<file path="src/pkg/vcs_pkg.sv">
// Function
// - Automatic mode captures on trigger, then counts down to each next capture until triggered again.
// - Interval bits 9:8 pick unit: 00 seconds, 01 minutes, 10 hours.
// - Interval bits 7:0 times the unit give the automatic capture spacing.
// - Automatic plus power-down captures, sleeps, and the countdown keeps running.
// - Event mode trigger starts circular sampling, checking each sample against alarms.
// - Pre-event circular length comes from setup bits 5:4.
// - Pre-event code 00/01/10/11 means 64/128/256/512 samples.
// - An alarm crossing fills the rest of the buffer, then ends the capture.
// - Alarm trips when sample magnitude exceeds the twos complement threshold.
// - Extended mode is manual capture of one axis across all three buffers.
// - Extended order: first 1024 to x, next to y, last to z buffer.
// - Mode 11 in bits 3:2 selects extended; bits 9:8 pick the axis.
// - Axis code 00 x, 01 y, 10 z, 11 reserved.
// - Setup bit 1 puts the device to sleep after each completed capture.
// - Chip select going low wakes a sleeping device.
// - A rising edge on a trigger-configured digital pin also wakes the device.
// - Frames during wake recovery are dropped; host re-frames chip select to resume.
// - Once awake, stay awake until next capture completes or sleep command.
// - Command bit 1 puts the device to sleep.
// - Setup bit 6 mirrors buffers to nonvolatile store right after capture.
// - Command bit 13 restores the nonvolatile mirror into the buffers.
// - Capture time is 0.014 s plus sample term; 0.516 s with mirroring.
package vcs_pkg;
  localparam int CLK_FREQ_HZ = 200_000_000;
  localparam int SECOND_S = 1;
  localparam int SEC_CYCLES = SECOND_S * CLK_FREQ_HZ;
  localparam real WAKE_RECOVERY_MS = 2.5;
  localparam int WAKE_CYCLES =
    int'($ceil(WAKE_RECOVERY_MS * 1.0e-3 * CLK_FREQ_HZ));
  localparam real CAPT_FIXED_S = 0.014;
  localparam real CAPT_FLASH_FIXED_S = 0.516;
  localparam int FLASH_CYCLES =
    int'($ceil((CAPT_FLASH_FIXED_S - CAPT_FIXED_S) * CLK_FREQ_HZ));
  localparam int SECS_PER_MIN = 60;
  localparam int SECS_PER_HOUR = 3600;
  localparam int BUF_DEPTH = 1024;
  localparam int EXT_DEPTH = 3 * BUF_DEPTH;
  localparam int PRE_MIN = 64;
  localparam int FRAME_BITS = 16;
  localparam int FIFO_DEPTH = 4;
  localparam int AVG_W = 4;
  // Byte addresses (low byte of each word)
  localparam logic [6:0] ADDR_CAPTURE_SETUP = 7'h1c;
  localparam logic [6:0] ADDR_CAPTURE_INTERVAL = 7'h1e;
  localparam logic [6:0] ADDR_X_ALARM = 7'h20;
  localparam logic [6:0] ADDR_Y_ALARM = 7'h22;
  localparam logic [6:0] ADDR_Z_ALARM = 7'h24;
  localparam logic [6:0] ADDR_ALARM_SETUP = 7'h28;
  localparam logic [6:0] ADDR_PIN_SETUP = 7'h36;
  localparam logic [6:0] ADDR_AVG_COUNT = 7'h38;
  localparam logic [6:0] ADDR_STATUS = 7'h3a;
  localparam logic [6:0] ADDR_GLOBAL_COMMAND = 7'h3e;
  // Field positions
  localparam int SETUP_PD_BIT = 1;
  localparam int SETUP_MODE_LSB = 2;
  localparam int SETUP_PRE_LSB = 4;
  localparam int SETUP_FLASH_BIT = 6;
  localparam int SETUP_AXIS_LSB = 8;
  localparam int INTERVAL_UNIT_LSB = 8;
  localparam int CMD_SLEEP_BIT = 1;
  localparam int CMD_TRIGGER_BIT = 11;
  localparam int CMD_RESTORE_BIT = 13;
  localparam int PIN_ONE_TRIG_BIT = 0;
  localparam int PIN_TWO_TRIG_BIT = 1;
  // Reset values
  localparam logic [15:0] CAPTURE_SETUP_RST = 16'h0020;
  localparam logic [15:0] CAPTURE_INTERVAL_RST = 16'h0000;
  localparam logic [15:0] ALARM_RST = 16'h0000;
  localparam logic [15:0] PIN_SETUP_RST = 16'h0000;
  localparam logic [15:0] AVG_COUNT_RST = 16'h0000;

  typedef enum logic [1:0] {
    MODE_MANUAL = 2'b00,
    MODE_AUTO = 2'b01,
    MODE_EVENT = 2'b10,
    MODE_EXT = 2'b11
  } mode_e;

  typedef enum logic [4:0] {
    ST_IDLE = 5'b00001,
    ST_PRE = 5'b00010,
    ST_FILL = 5'b00100,
    ST_FLASH = 5'b01000,
    ST_COUNT = 5'b10000
  } state_e;

  typedef struct packed {
    logic signed [15:0] x;
    logic signed [15:0] y;
    logic signed [15:0] z;
  } sample_s;

  typedef struct packed {
    logic [2:0] lanes;
    logic [9:0] addr;
    sample_s data;
  } buf_wr_s;
endpackage

</file>
<file path="src/rtl/sample_fifo.sv">
`timescale 1ns/1ps
`default_nettype none
module sample_fifo #(
  parameter int WIDTH = 48,
  parameter int DEPTH = 4
) (
  // Clock and reset
  input wire logic core_clk_i,
  input wire logic rst_n_i,
  // Fill side
  input wire logic [WIDTH-1:0] in_data_i,
  input wire logic in_valid_i,
  output logic in_ready_o,
  // Drain side
  output logic [WIDTH-1:0] out_data_o,
  output logic out_valid_o,
  input wire logic out_ready_i
);
  localparam int AW = (DEPTH > 1) ? $clog2(DEPTH) : 1;
  logic [WIDTH-1:0] mem [DEPTH];
  logic [AW-1:0] wr_ptr_reg;
  logic [AW-1:0] rd_ptr_reg;
  logic [AW:0] count_reg;
  logic [AW:0] count_next;
  logic in_ready_reg;
  logic out_valid_reg;
  logic push;
  logic pop;

  assign push = in_valid_i & in_ready_reg;
  assign pop = out_valid_reg & out_ready_i;
  assign count_next = count_reg + (AW+1)'(push) - (AW+1)'(pop);
  assign in_ready_o = in_ready_reg;
  assign out_valid_o = out_valid_reg;
  assign out_data_o = mem[rd_ptr_reg];

  always_ff @(posedge core_clk_i) begin
    if (push) begin
      mem[wr_ptr_reg] <= in_data_i;
    end
  end

  always_ff @(posedge core_clk_i or negedge rst_n_i) begin
    if (!rst_n_i) begin
      wr_ptr_reg <= '0;
      rd_ptr_reg <= '0;
      count_reg <= '0;
      in_ready_reg <= 1'b0;
      out_valid_reg <= 1'b0;
    end else begin
      if (push) begin
        wr_ptr_reg <= (wr_ptr_reg == AW'(DEPTH - 1)) ? '0 : wr_ptr_reg + 1'b1;
      end
      if (pop) begin
        rd_ptr_reg <= (rd_ptr_reg == AW'(DEPTH - 1)) ? '0 : rd_ptr_reg + 1'b1;
      end
      count_reg <= count_next;
      in_ready_reg <= count_next != (AW+1)'(DEPTH);
      out_valid_reg <= count_next != '0;
    end
  end
endmodule
`default_nettype wire

</file>
<file path="src/rtl/vibration_capture_sequencer.sv">
`timescale 1ns/1ps
`default_nettype none
module vibration_capture_sequencer
  import vcs_pkg::*;
#(
  parameter int TICK_CYCLES = SEC_CYCLES,
  parameter int WAKE_RECOVERY_CYCLES = WAKE_CYCLES,
  parameter int FLASH_STORE_CYCLES = FLASH_CYCLES,
  parameter int FIFO_WORDS = FIFO_DEPTH
) (
  // Clock and reset
  input wire logic core_clk_i,
  input wire logic rst_n_i,
  // Serial interface
  input wire logic spi_sclk_i,
  input wire logic spi_cs_n_i,
  input wire logic spi_din_i,
  output logic spi_dout_o,
  output logic spi_dout_oe_n_o,
  // Digital pins
  input wire logic pin_one_i,
  input wire logic pin_two_i,
  // Sample stream
  input wire sample_s sample_i,
  input wire logic sample_valid_i,
  output logic sample_ready_o,
  // Capture buffer write port
  output var buf_wr_s buf_wr_o,
  output logic buf_wr_valid_o,
  input wire logic buf_ready_i,
  // Mirror, power and status
  output logic flash_store_o,
  output logic flash_restore_o,
  output logic sleep_o,
  output logic busy_o,
  output logic capture_done_o,
  output logic [AVG_W-1:0] avg_count_o
);
  // Pin synchronisers and edge history
  logic [4:0] meta_reg;
  logic [4:0] sync_reg;
  logic [4:0] prev_reg;
  logic sclk_rise, sclk_fall, cs_fall, cs_rise, cs_n_s, din_s;
  logic pin_edge;

  always_ff @(posedge core_clk_i or negedge rst_n_i) begin
    if (!rst_n_i) begin
      meta_reg <= 5'h03;
      sync_reg <= 5'h03;
      prev_reg <= 5'h03;
    end else begin
      meta_reg <= {pin_two_i, pin_one_i, spi_din_i, spi_cs_n_i, spi_sclk_i};
      sync_reg <= meta_reg;
      prev_reg <= sync_reg;
    end
  end

  logic [15:0] capture_setup_reg;
  logic [15:0] capture_interval_reg;
  logic [15:0] alarm_thr_reg [3];
  logic [15:0] alarm_setup_reg;
  logic [15:0] pin_setup_reg;
  logic [15:0] avg_count_reg;

  assign cs_n_s = sync_reg[1];
  assign din_s = sync_reg[2];
  assign sclk_rise = sync_reg[0] & ~prev_reg[0];
  assign sclk_fall = ~sync_reg[0] & prev_reg[0];
  assign cs_fall = ~sync_reg[1] & prev_reg[1];
  assign cs_rise = sync_reg[1] & ~prev_reg[1];
  assign pin_edge =
    (pin_setup_reg[PIN_ONE_TRIG_BIT] & sync_reg[3] & ~prev_reg[3]) |
    (pin_setup_reg[PIN_TWO_TRIG_BIT] & sync_reg[4] & ~prev_reg[4]);

  // Serial frame engine
  logic [15:0] rx_reg;
  logic [15:0] tx_reg;
  logic [15:0] rd_data_reg;
  logic [4:0] bit_cnt_reg;
  logic frame_bad_reg;
  logic dout_reg;
  logic dout_oe_n_reg;
  logic asleep_reg;
  logic [31:0] rec_cnt_reg;
  logic rec_busy;
  logic frame_ok;

  assign rec_busy = rec_cnt_reg != '0;
  assign frame_ok = cs_rise & (bit_cnt_reg == 5'(FRAME_BITS)) & ~frame_bad_reg;

  always_ff @(posedge core_clk_i or negedge rst_n_i) begin
    if (!rst_n_i) begin
      rx_reg <= 16'h0000;
      tx_reg <= 16'h0000;
      bit_cnt_reg <= 5'h00;
      frame_bad_reg <= 1'b0;
      dout_reg <= 1'b0;
    end else if (cs_fall) begin
      bit_cnt_reg <= 5'h00;
      tx_reg <= {rd_data_reg[14:0], 1'b0};
      dout_reg <= rd_data_reg[15];
      frame_bad_reg <= asleep_reg | rec_busy;
    end else if (!cs_n_s) begin
      if (sclk_rise) begin
        rx_reg <= {rx_reg[14:0], din_s};
        if (bit_cnt_reg != 5'h1f) begin
          bit_cnt_reg <= bit_cnt_reg + 5'h01;
        end
      end
      if (sclk_fall) begin
        dout_reg <= tx_reg[15];
        tx_reg <= {tx_reg[14:0], 1'b0};
      end
    end
  end

  always_ff @(posedge core_clk_i or negedge rst_n_i) begin
    if (!rst_n_i) begin
      dout_oe_n_reg <= 1'b1;
    end else begin
      dout_oe_n_reg <= cs_n_s;
    end
  end

  // Register writes, byte wide
  logic wr_en;
  logic [5:0] wr_word;
  logic wr_hi;
  logic [7:0] wr_byte;
  logic cmd_wr, cmd_trigger, cmd_sleep, cmd_restore;

  assign wr_en = frame_ok & rx_reg[15];
  assign wr_word = rx_reg[14:9];
  assign wr_hi = rx_reg[8];
  assign wr_byte = rx_reg[7:0];
  assign cmd_wr = wr_en & (wr_word == ADDR_GLOBAL_COMMAND[6:1]);
  assign cmd_trigger = cmd_wr & wr_hi & wr_byte[CMD_TRIGGER_BIT - 8];
  assign cmd_sleep = cmd_wr & ~wr_hi & wr_byte[CMD_SLEEP_BIT];
  assign cmd_restore = cmd_wr & wr_hi & wr_byte[CMD_RESTORE_BIT - 8];

  function automatic logic [15:0] put_byte(input logic [15:0] old,
                                           input logic hi,
                                           input logic [7:0] b);
    put_byte = hi ? {b, old[7:0]} : {old[15:8], b};
  endfunction

  always_ff @(posedge core_clk_i or negedge rst_n_i) begin
    if (!rst_n_i) begin
      capture_setup_reg <= CAPTURE_SETUP_RST;
      capture_interval_reg <= CAPTURE_INTERVAL_RST;
      alarm_thr_reg[0] <= ALARM_RST;
      alarm_thr_reg[1] <= ALARM_RST;
      alarm_thr_reg[2] <= ALARM_RST;
      alarm_setup_reg <= ALARM_RST;
      pin_setup_reg <= PIN_SETUP_RST;
      avg_count_reg <= AVG_COUNT_RST;
    end else if (wr_en) begin
      unique case (wr_word)
        ADDR_CAPTURE_SETUP[6:1]:
          capture_setup_reg <= put_byte(capture_setup_reg, wr_hi, wr_byte);
        ADDR_CAPTURE_INTERVAL[6:1]:
          capture_interval_reg <=
            put_byte(capture_interval_reg, wr_hi, wr_byte);
        ADDR_X_ALARM[6:1]:
          alarm_thr_reg[0] <= put_byte(alarm_thr_reg[0], wr_hi, wr_byte);
        ADDR_Y_ALARM[6:1]:
          alarm_thr_reg[1] <= put_byte(alarm_thr_reg[1], wr_hi, wr_byte);
        ADDR_Z_ALARM[6:1]:
          alarm_thr_reg[2] <= put_byte(alarm_thr_reg[2], wr_hi, wr_byte);
        ADDR_ALARM_SETUP[6:1]:
          alarm_setup_reg <= put_byte(alarm_setup_reg, wr_hi, wr_byte);
        ADDR_PIN_SETUP[6:1]:
          pin_setup_reg <= put_byte(pin_setup_reg, wr_hi, wr_byte);
        ADDR_AVG_COUNT[6:1]:
          avg_count_reg <= put_byte(avg_count_reg, wr_hi, wr_byte);
        default: ;
      endcase
    end
  end

  // Register reads, answered in the next frame
  state_e state_reg;
  logic [15:0] rd_mux;

  always_comb begin
    unique case (rx_reg[14:9])
      ADDR_CAPTURE_SETUP[6:1]: rd_mux = capture_setup_reg;
      ADDR_CAPTURE_INTERVAL[6:1]: rd_mux = capture_interval_reg;
      ADDR_X_ALARM[6:1]: rd_mux = alarm_thr_reg[0];
      ADDR_Y_ALARM[6:1]: rd_mux = alarm_thr_reg[1];
      ADDR_Z_ALARM[6:1]: rd_mux = alarm_thr_reg[2];
      ADDR_ALARM_SETUP[6:1]: rd_mux = alarm_setup_reg;
      ADDR_PIN_SETUP[6:1]: rd_mux = pin_setup_reg;
      ADDR_AVG_COUNT[6:1]: rd_mux = avg_count_reg;
      ADDR_STATUS[6:1]: rd_mux = {10'h000, rec_busy, state_reg};
      default: rd_mux = 16'h0000;
    endcase
  end

  always_ff @(posedge core_clk_i or negedge rst_n_i) begin
    if (!rst_n_i) begin
      rd_data_reg <= 16'h0000;
    end else if (frame_ok && !rx_reg[15]) begin
      rd_data_reg <= rd_mux;
    end
  end

  // Sample path and alarm checks
  sample_s fifo_data;
  logic fifo_valid;
  logic consume;
  logic [2:0] trip;
  logic trip_any;

  sample_fifo #(
    .WIDTH($bits(sample_s)),
    .DEPTH(FIFO_WORDS)
  ) u_fifo (
    .core_clk_i(core_clk_i),
    .rst_n_i(rst_n_i),
    .in_data_i(sample_i),
    .in_valid_i(sample_valid_i),
    .in_ready_o(sample_ready_o),
    .out_data_o(fifo_data),
    .out_valid_o(fifo_valid),
    .out_ready_i(consume)
  );

  assign consume = fifo_valid & buf_ready_i &
                   (state_reg == ST_PRE || state_reg == ST_FILL);

  genvar ax;
  generate
    for (ax = 0; ax < 3; ax++) begin : g_alarm
      logic signed [16:0] s_v, t_v;
      assign s_v = 17'(signed'(fifo_data[47 - 16*ax -: 16]));
      assign t_v = 17'(signed'(alarm_thr_reg[ax]));
      assign trip[ax] = alarm_setup_reg[ax] &
                        ((s_v > t_v) || (s_v < -t_v));
    end
  endgenerate
  assign trip_any = |trip;

  // Capture sequencer
  mode_e mode;
  logic [11:0] idx_reg;
  logic [11:0] pre_len;
  logic [11:0] last_idx;
  logic [1:0] axis;
  logic [19:0] unit_secs;
  logic [19:0] period_secs;
  logic [19:0] secs_left_reg;
  logic [31:0] tick_cnt_reg;
  logic [31:0] flash_cnt_reg;
  logic tick, trigger, cap_end, flash_en, done_reg, flash_store_reg;

  assign mode = mode_e'(capture_setup_reg[SETUP_MODE_LSB +: 2]);
  assign pre_len = 12'(PRE_MIN) << capture_setup_reg[SETUP_PRE_LSB +: 2];
  assign last_idx = (mode == MODE_EXT) ? 12'(EXT_DEPTH - 1)
                                       : 12'(BUF_DEPTH - 1);
  assign axis = capture_setup_reg[SETUP_AXIS_LSB +: 2];
  assign flash_en = capture_setup_reg[SETUP_FLASH_BIT];
  assign trigger = cmd_trigger | (pin_edge & ~asleep_reg);
  assign tick = tick_cnt_reg == 32'(TICK_CYCLES - 1);
  assign cap_end = state_reg == ST_FILL && consume && idx_reg == last_idx &&
                   !trigger;

  always_comb begin
    unique case (capture_interval_reg[INTERVAL_UNIT_LSB +: 2])
      2'b01: unit_secs = 20'(SECS_PER_MIN);
      2'b10: unit_secs = 20'(SECS_PER_HOUR);
      default: unit_secs = 20'(SECOND_S);
    endcase
  end
  assign period_secs = 20'(20'(capture_interval_reg[7:0]) * unit_secs);

  always_ff @(posedge core_clk_i or negedge rst_n_i) begin
    if (!rst_n_i) begin
      state_reg <= ST_IDLE;
      idx_reg <= 12'h000;
      secs_left_reg <= 20'h00000;
      tick_cnt_reg <= 32'h0;
      flash_cnt_reg <= 32'h0;
      done_reg <= 1'b0;
      flash_store_reg <= 1'b0;
    end else begin
      done_reg <= 1'b0;
      flash_store_reg <= 1'b0;
      tick_cnt_reg <= tick ? 32'h0 : tick_cnt_reg + 32'h1;
      unique case (state_reg)
        ST_IDLE: if (trigger) begin
          idx_reg <= 12'h000;
          state_reg <= (mode == MODE_EVENT) ? ST_PRE : ST_FILL;
        end
        ST_PRE: if (trigger) begin
          state_reg <= ST_IDLE;
        end else if (consume) begin
          if (trip_any) begin
            idx_reg <= pre_len;
            state_reg <= ST_FILL;
          end else begin
            idx_reg <= (idx_reg + 12'h001) & (pre_len - 12'h001);
          end
        end
        ST_FILL: if (trigger) begin
          state_reg <= ST_IDLE;
        end else if (cap_end) begin
          if (flash_en) begin
            flash_store_reg <= 1'b1;
            flash_cnt_reg <= 32'(FLASH_STORE_CYCLES - 1);
            state_reg <= ST_FLASH;
          end else begin
            done_reg <= 1'b1;
            secs_left_reg <= period_secs;
            tick_cnt_reg <= 32'h0;
            state_reg <= (mode == MODE_AUTO) ? ST_COUNT : ST_IDLE;
          end
        end else if (consume) begin
          idx_reg <= idx_reg + 12'h001;
        end
        ST_FLASH: if (trigger) begin
          state_reg <= ST_IDLE;
        end else if (flash_cnt_reg == 32'h0) begin
          done_reg <= 1'b1;
          secs_left_reg <= period_secs;
          tick_cnt_reg <= 32'h0;
          state_reg <= (mode == MODE_AUTO) ? ST_COUNT : ST_IDLE;
        end else begin
          flash_cnt_reg <= flash_cnt_reg - 32'h1;
        end
        ST_COUNT: if (trigger || mode != MODE_AUTO) begin
          state_reg <= ST_IDLE;
        end else if (tick) begin
          if (secs_left_reg <= 20'h00001) begin
            idx_reg <= 12'h000;
            state_reg <= ST_FILL;
          end else begin
            secs_left_reg <= secs_left_reg - 20'h00001;
          end
        end
      endcase
    end
  end

  // Capture buffer writes
  buf_wr_s buf_wr_reg;
  logic buf_wr_valid_reg;
  logic ext_fill;

  assign ext_fill = mode == MODE_EXT && state_reg == ST_FILL;

  always_ff @(posedge core_clk_i or negedge rst_n_i) begin
    if (!rst_n_i) begin
      buf_wr_reg <= '0;
      buf_wr_valid_reg <= 1'b0;
    end else begin
      buf_wr_valid_reg <= consume;
      if (consume) begin
        buf_wr_reg.addr <= idx_reg[9:0];
        if (ext_fill) begin
          buf_wr_reg.lanes <= 3'b001 << idx_reg[11:10];
          unique case (axis)
            2'b01: buf_wr_reg.data <= '{fifo_data.y, fifo_data.y, fifo_data.y};
            2'b10: buf_wr_reg.data <= '{fifo_data.z, fifo_data.z, fifo_data.z};
            default:
              buf_wr_reg.data <= '{fifo_data.x, fifo_data.x, fifo_data.x};
          endcase
        end else begin
          buf_wr_reg.lanes <= 3'b111;
          buf_wr_reg.data <= fifo_data;
        end
      end
    end
  end

  // Sleep, wake and recovery
  logic sleep_enter;
  logic count_expire;

  assign count_expire = state_reg == ST_COUNT && tick &&
                        secs_left_reg <= 20'h00001;
  assign sleep_enter = cmd_sleep | (done_reg & capture_setup_reg[SETUP_PD_BIT]);

  always_ff @(posedge core_clk_i or negedge rst_n_i) begin
    if (!rst_n_i) begin
      asleep_reg <= 1'b0;
      rec_cnt_reg <= 32'h0;
    end else if (sleep_enter) begin
      asleep_reg <= 1'b1;
    end else if (asleep_reg && (cs_fall || pin_edge)) begin
      asleep_reg <= 1'b0;
      rec_cnt_reg <= 32'(WAKE_RECOVERY_CYCLES);
    end else if (asleep_reg && count_expire) begin
      asleep_reg <= 1'b0;
    end else if (rec_busy) begin
      rec_cnt_reg <= rec_cnt_reg - 32'h1;
    end
  end

  always_ff @(posedge core_clk_i or negedge rst_n_i) begin
    if (!rst_n_i) begin
      busy_o <= 1'b0;
      flash_restore_o <= 1'b0;
    end else begin
      busy_o <= state_reg != ST_IDLE;
      flash_restore_o <= cmd_restore;
    end
  end

  assign spi_dout_o = dout_reg;
  assign spi_dout_oe_n_o = dout_oe_n_reg;
  assign buf_wr_o = buf_wr_reg;
  assign buf_wr_valid_o = buf_wr_valid_reg;
  assign flash_store_o = flash_store_reg;
  assign sleep_o = asleep_reg;
  assign capture_done_o = done_reg;
  assign avg_count_o = avg_count_reg[AVG_W-1:0];

  a_auto_rearm: assert property (@(posedge core_clk_i) disable iff (!rst_n_i)
    cap_end && !flash_en && mode == MODE_AUTO |=> state_reg == ST_COUNT)
    else $error("automatic capture did not start countdown");
  a_unit_minutes: assert property (@(posedge core_clk_i) disable iff (!rst_n_i)
    cap_end && !flash_en && mode == MODE_AUTO &&
    capture_interval_reg[9:8] == 2'b01 |=>
    secs_left_reg == 20'($past(capture_interval_reg[7:0]) * 20'd60))
    else $error("minute unit not applied");
  a_count_launch: assert property (@(posedge core_clk_i) disable iff (!rst_n_i)
    count_expire && !trigger && mode == MODE_AUTO |=>
    state_reg == ST_FILL && idx_reg == 12'h000)
    else $error("countdown expiry did not launch capture");
  a_pd_sleep: assert property (@(posedge core_clk_i) disable iff (!rst_n_i)
    done_reg && capture_setup_reg[SETUP_PD_BIT] |=> sleep_o)
    else $error("no sleep after capture");
  a_pre_window: assert property (@(posedge core_clk_i) disable iff (!rst_n_i)
    consume && state_reg == ST_PRE |-> idx_reg < pre_len)
    else $error("pre-event index beyond window");
  a_trip_post: assert property (@(posedge core_clk_i) disable iff (!rst_n_i)
    state_reg == ST_PRE && consume && trip_any && !trigger |=>
    state_reg == ST_FILL && idx_reg == $past(pre_len))
    else $error("alarm did not start post-event fill");
  a_ext_lanes: assert property (@(posedge core_clk_i) disable iff (!rst_n_i)
    consume && ext_fill |=> buf_wr_valid_o &&
    buf_wr_o.lanes == (3'b001 << $past(idx_reg[11:10])))
    else $error("extended sample in wrong buffer");
  a_wake_cs: assert property (@(posedge core_clk_i) disable iff (!rst_n_i)
    sleep_o && cs_fall && !sleep_enter |=> !sleep_o ##0 rec_busy)
    else $error("chip select did not wake device");
  a_sleep_cmd: assert property (@(posedge core_clk_i) disable iff (!rst_n_i)
    cmd_sleep |=> sleep_o)
    else $error("sleep command ignored");
  a_flash_copy: assert property (@(posedge core_clk_i) disable iff (!rst_n_i)
    flash_store_o |-> state_reg == ST_FLASH && flash_en && !capture_done_o)
    else $error("mirror store outside capture end");
endmodule
`default_nettype wire

</file>
<file path="config.mk">
export PLATFORM = sky130hd
export DESIGN_NAME = vibration_capture_sequencer
export DESIGN_NICKNAME = d
export VERILOG_FILES = /design/src/pkg/vcs_pkg.sv /design/src/rtl/sample_fifo.sv /design/src/rtl/vibration_capture_sequencer.sv
export SDC_FILE = /design/constraint.sdc
export NUM_CORES = 1
export LEC_CHECK = 0
export ABC_AREA = 1
export BUFFER_PORTS_ARGS = -buffer_cell sky130_fd_sc_hd__buf_2
export CAP_MARGIN = 5
export CORE_AREA = 2 2 237 239
export DETAILED_ROUTE_END_ITERATION = 10
export DIE_AREA = 0 0 239 241
export MAX_ROUTING_LAYER = met4
export PLACE_DENSITY = 0.77
export SETUP_SLACK_MARGIN = 0.02
export SLEW_MARGIN = 20
export SYNTH_ARGS = -nofsm -noshare
export SYNTH_HDL_FRONTEND = slang
export SYNTH_SLANG_ARGS = --single-unit
</file>
<file path="constraint.sdc">
create_clock -name core_clk_i -period 5.6 [get_ports core_clk_i]
set_clock_uncertainty 0.2 [all_clocks]
set_input_delay 0.84 -clock core_clk_i [delete_from_list [all_inputs] [get_ports core_clk_i]]
set_output_delay 0.84 -clock core_clk_i [all_outputs]
set_load 0.005 [all_outputs]
</file>
==> results.yml <==
sta:
  rsz0062_at_grt: "no"
  report.final.hold_viol_count: 0
  tns_ns: 0
  slew_headroom_pct: 19.71
  tightest_slew_ns: 1.200
  final.min_clock_period_ns: 4.958
  fmax_mhz: 201.7
  setup_viol: 0
  finalCritPeriodShare_pct: 88.54
  finalMaxSlewViolations: 0
place:
  post-dp-hpwl_um: 60940
  placed_area_um2: 34010
  place_inst: 4568
  place.gp.congestion: 0.9433
  port-buffer-count: 130
routing:
  vias_per_cell: 5.738
  ant_nets: 0
  drtIter0Drc: 2721
  drt-wirelength-per-cell_um: 18.16
  route.detailed.drc: 0
  vias: 26921
  routed_wl_um: 85190
  drt_pass1_iterations: 7
final_layout:
  final_common_cell: "nand2_1"
  final_cell_mix: "910 x nand2_1, 440 x inv_1, 396 x dfrtp_1, 370 x nor2_1, 278 x o21ai_0"
  final_cell_area_um2: 36350
  fillers: 4474
  largest_register_ff_count: 192
  final_cells: 4692
  final_layout_size_suffix_gt1_share_pct: 8.279
  nets: 4197
  area_growth_pct: 11.02
power_and_ir_drop:
  irDropWorstVdd_mv: 0.3573
  power.total_mw: 14.80
  p_int_mw: 9.467
  p_comb_share_pct: 31.3
  p_clk_share_pct: 31.0
  switching_power_mw: 5.333
  p_sw_share_pct: 36.03
  p_leak_nw: 17.11
  p_seq_share_pct: 37.6
  p_per_area_nw_per_um2: 407.1
synthesis:
  synth_cell_types: 59
  yosys.area_share.simple_pct: 21.04
  syn_inst: 3842
  synthArstFlopShare_pct: 67.84
  synth_top_flop_cell: "dfrtp_1"
  synthXorXnorAreaFrac_pct: 2.889
  synth_mux_area_share_pct: 0.4089
  syn_area_um2: 32740
  yosys_warnings: 0
  synth_edf_count: 192
  synth-compound-area-share_pct: 11.56
  synthAdderAreaFrac_pct: 8.560
  ys_seq_area_share_pct: 48.59
  postSynthRegisterBits: 597
  synth_top_family_by_area: "simple AND/OR/NAND/NOR gates"
  syn_nets: 4105
  avgSynthCellArea_um2: 8.522
clock_network:
  cts_tree: "yes"
  h-tree-depth: 3
  cts_setup_buffers: 0
  clk_pin_slew_ns: 0.06
  cts_root_buf: "clkbuf_16"
  cts_buffers: 66
  ctsResizeCount: 0
  clock-sinks: 597
  clock_path_buffers: 3
  clkLatencyLatePin_ns: 0.62
setup_path:
  cp_slowest_stage_delay_ns: 0.56
  regToRegStartpoint: "capture_interval_reg[9]"
  r2r-end: "secs_left_reg[18]"
  r2r_setup_slack_ns: 0.64
  r2r_cells: 23
  critPathKind: "reg2reg"
  worstPathArrival_ns: 5.23
  cp.required_ns: 5.87
  end_kind: "register"
  path_common_cell: "inv_1"
  path_depth: 23
  critical_path.max_fanout: 8
  cpMaxStageDelayCell: "fa_1"
  crit_family: "adder cells"
  path_buf_inv: 5
  critPathLaunch: "capture_interval_reg[9]"
  worstSetupStartpointType: "register"
  crit_chain: "inv_1 -> ha_1 -> nand2_1 -> fa_1 -> inv_1 -> fa_1 -> inv_1 -> fa_1 -> inv_1 -> ha_1 -> ha_1 -> a21oi_1 -> o21ai_0 -> nand3_1 -> nand3_1 -> nand2_1 -> inv_1 -> o21ai_0 -> nand3b_1 -> nand3_1 -> nand2_1 -> nand2_1 -> o21ai_1"
  endpoint: "secs_left_reg[18]"
grt:
  grt_overflow: 0
  grt_pass1_wl_um: 136200
  grt_pass1_vias: 25587
  grt_usage_pct: 31.04
  grt_antenna_before_repair: 1
  grt_max_degree: 174
floorplan:
  dieArea_um2: 57600
  pin_count: 131
  die_height_um: 241
  placement_rows: 86
  die_w_um: 239
  initial_core_util_pct: 59.66
  core_um2: 54880
min_path:
  min_path_type: "in2reg"
  holdPathStages: 1
status:
  status: "finished clean"
job:
  cap_violations: 0
[repair_timing]
item | in CTS | in global routing
hold buffers | 1 | 0
hold endpoints to repair | 22 | 0
endpoints found under the setup margin | 0 | 0
[power by group through the flow]
stage          Sequential [mW]  Clock, mW  Combinational [mW]
5_1_grt                   5.61       4.83                5.25
3_5_place_dp              5.62          0                4.55
2_1_floorplan             5.48          0                3.07
6_report                  5.57       4.59                4.64
4_1_cts                   5.56       4.65                4.61
3_3_place_gp              5.62          0                4.43
[worst min path at each step]
stage / from / to / slack, ns
floorplan: meta_reg[2] / sync_reg[2] / 0.13
global placement: meta_reg[3] / sync_reg[3] / 0.14
finish: spi_cs_n_i / meta_reg[1] / 0.14
detailed placement: meta_reg[3] / sync_reg[3] / 0.15
global route: spi_cs_n_i / meta_reg[1] / 0.11
CTS: spi_sclk_i / meta_reg[0] / 0.12
[cells by family after synthesis]
logic type	after synthesis
xor+xnor	108
compound gates	676
fa+ha+maj	206
simple gates	1654
mux	12
flops	597
buf+inv	589
[layout make-up]
type	instances	area, um2	area share (%)
repair buffers	158	948.4	2.609
multi-input cells	2656	14590	40.13
clock inverters	27	409.1	1.125
flip-flops and latches	597	15910	43.77
clock buffers	93	1898	5.221
inverters	455	1710	4.705
diodes	2	5.005	0.01377
well taps	704	880.8	2.423
[synthesized netlist by cell type, types with 4 or more instances]
master	count	area, um2
xnor2_1	15	131.4
a32oi_1	16	140.1
a221oi_1	17	148.9
ha_1	176	2202
nand3b_1	6	45.04
o31ai_1	29	217.7
nand3_1	198	991.0
nand2_1	910	3416
dfstp_2	8	210.2
mux2_2	11	123.9
dfrtp_1	397	9935
o21ai_0	278	1391
nor4_1	22	137.6
buf_6	4	45.04
xor2_1	93	814.5
o21ai_1	14	70.07
a31oi_1	19	118.9
fa_1	30	600.6
buf_1	13	48.80
a21oi_1	221	1106
nor2_1	374	1404
edfxtp_1	192	5766
nor3_1	57	285.3
inv_2	11	41.29
nand4_1	53	331.6
or2_2	11	68.82
nor3b_1	4	30.03
o21a_1	5	37.54
o22ai_1	46	287.8
buf_4	6	45.04
buf_2	10	50.05
inv_1	441	1655
clkbuf_1	101	379.1
o211ai_1	4	30.03
a21o_1	7	52.55
nand2_2	7	43.79
[through the flow]
stage / utilization, % / hold WS [ns] / worst slack [ns]
2_1_floorplan: - / 0.1312 / 0.8794
3_5_place_dp: 61.97 / 0.1485 / 0.6751
6_report: 66.24 / 0.1434 / 0.6418
3_3_place_gp: 61.97 / 0.1364 / 0.7142
4_1_cts: 66.19 / 0.1224 / 0.6485
5_1_grt: 66.24 / 0.1150 / 0.2753
[layer usage]
metal	GRT usage (%)	share of wire, %	vias to the layer above
met2	48.02	46	1106
met5	-	0	-
met3	4.781	7.2	212
met4	11.50	3.8	0
met1	41.76	43	12633
li1	-	-	12970
No activity file was read; power rests on OpenSTA's default activity.
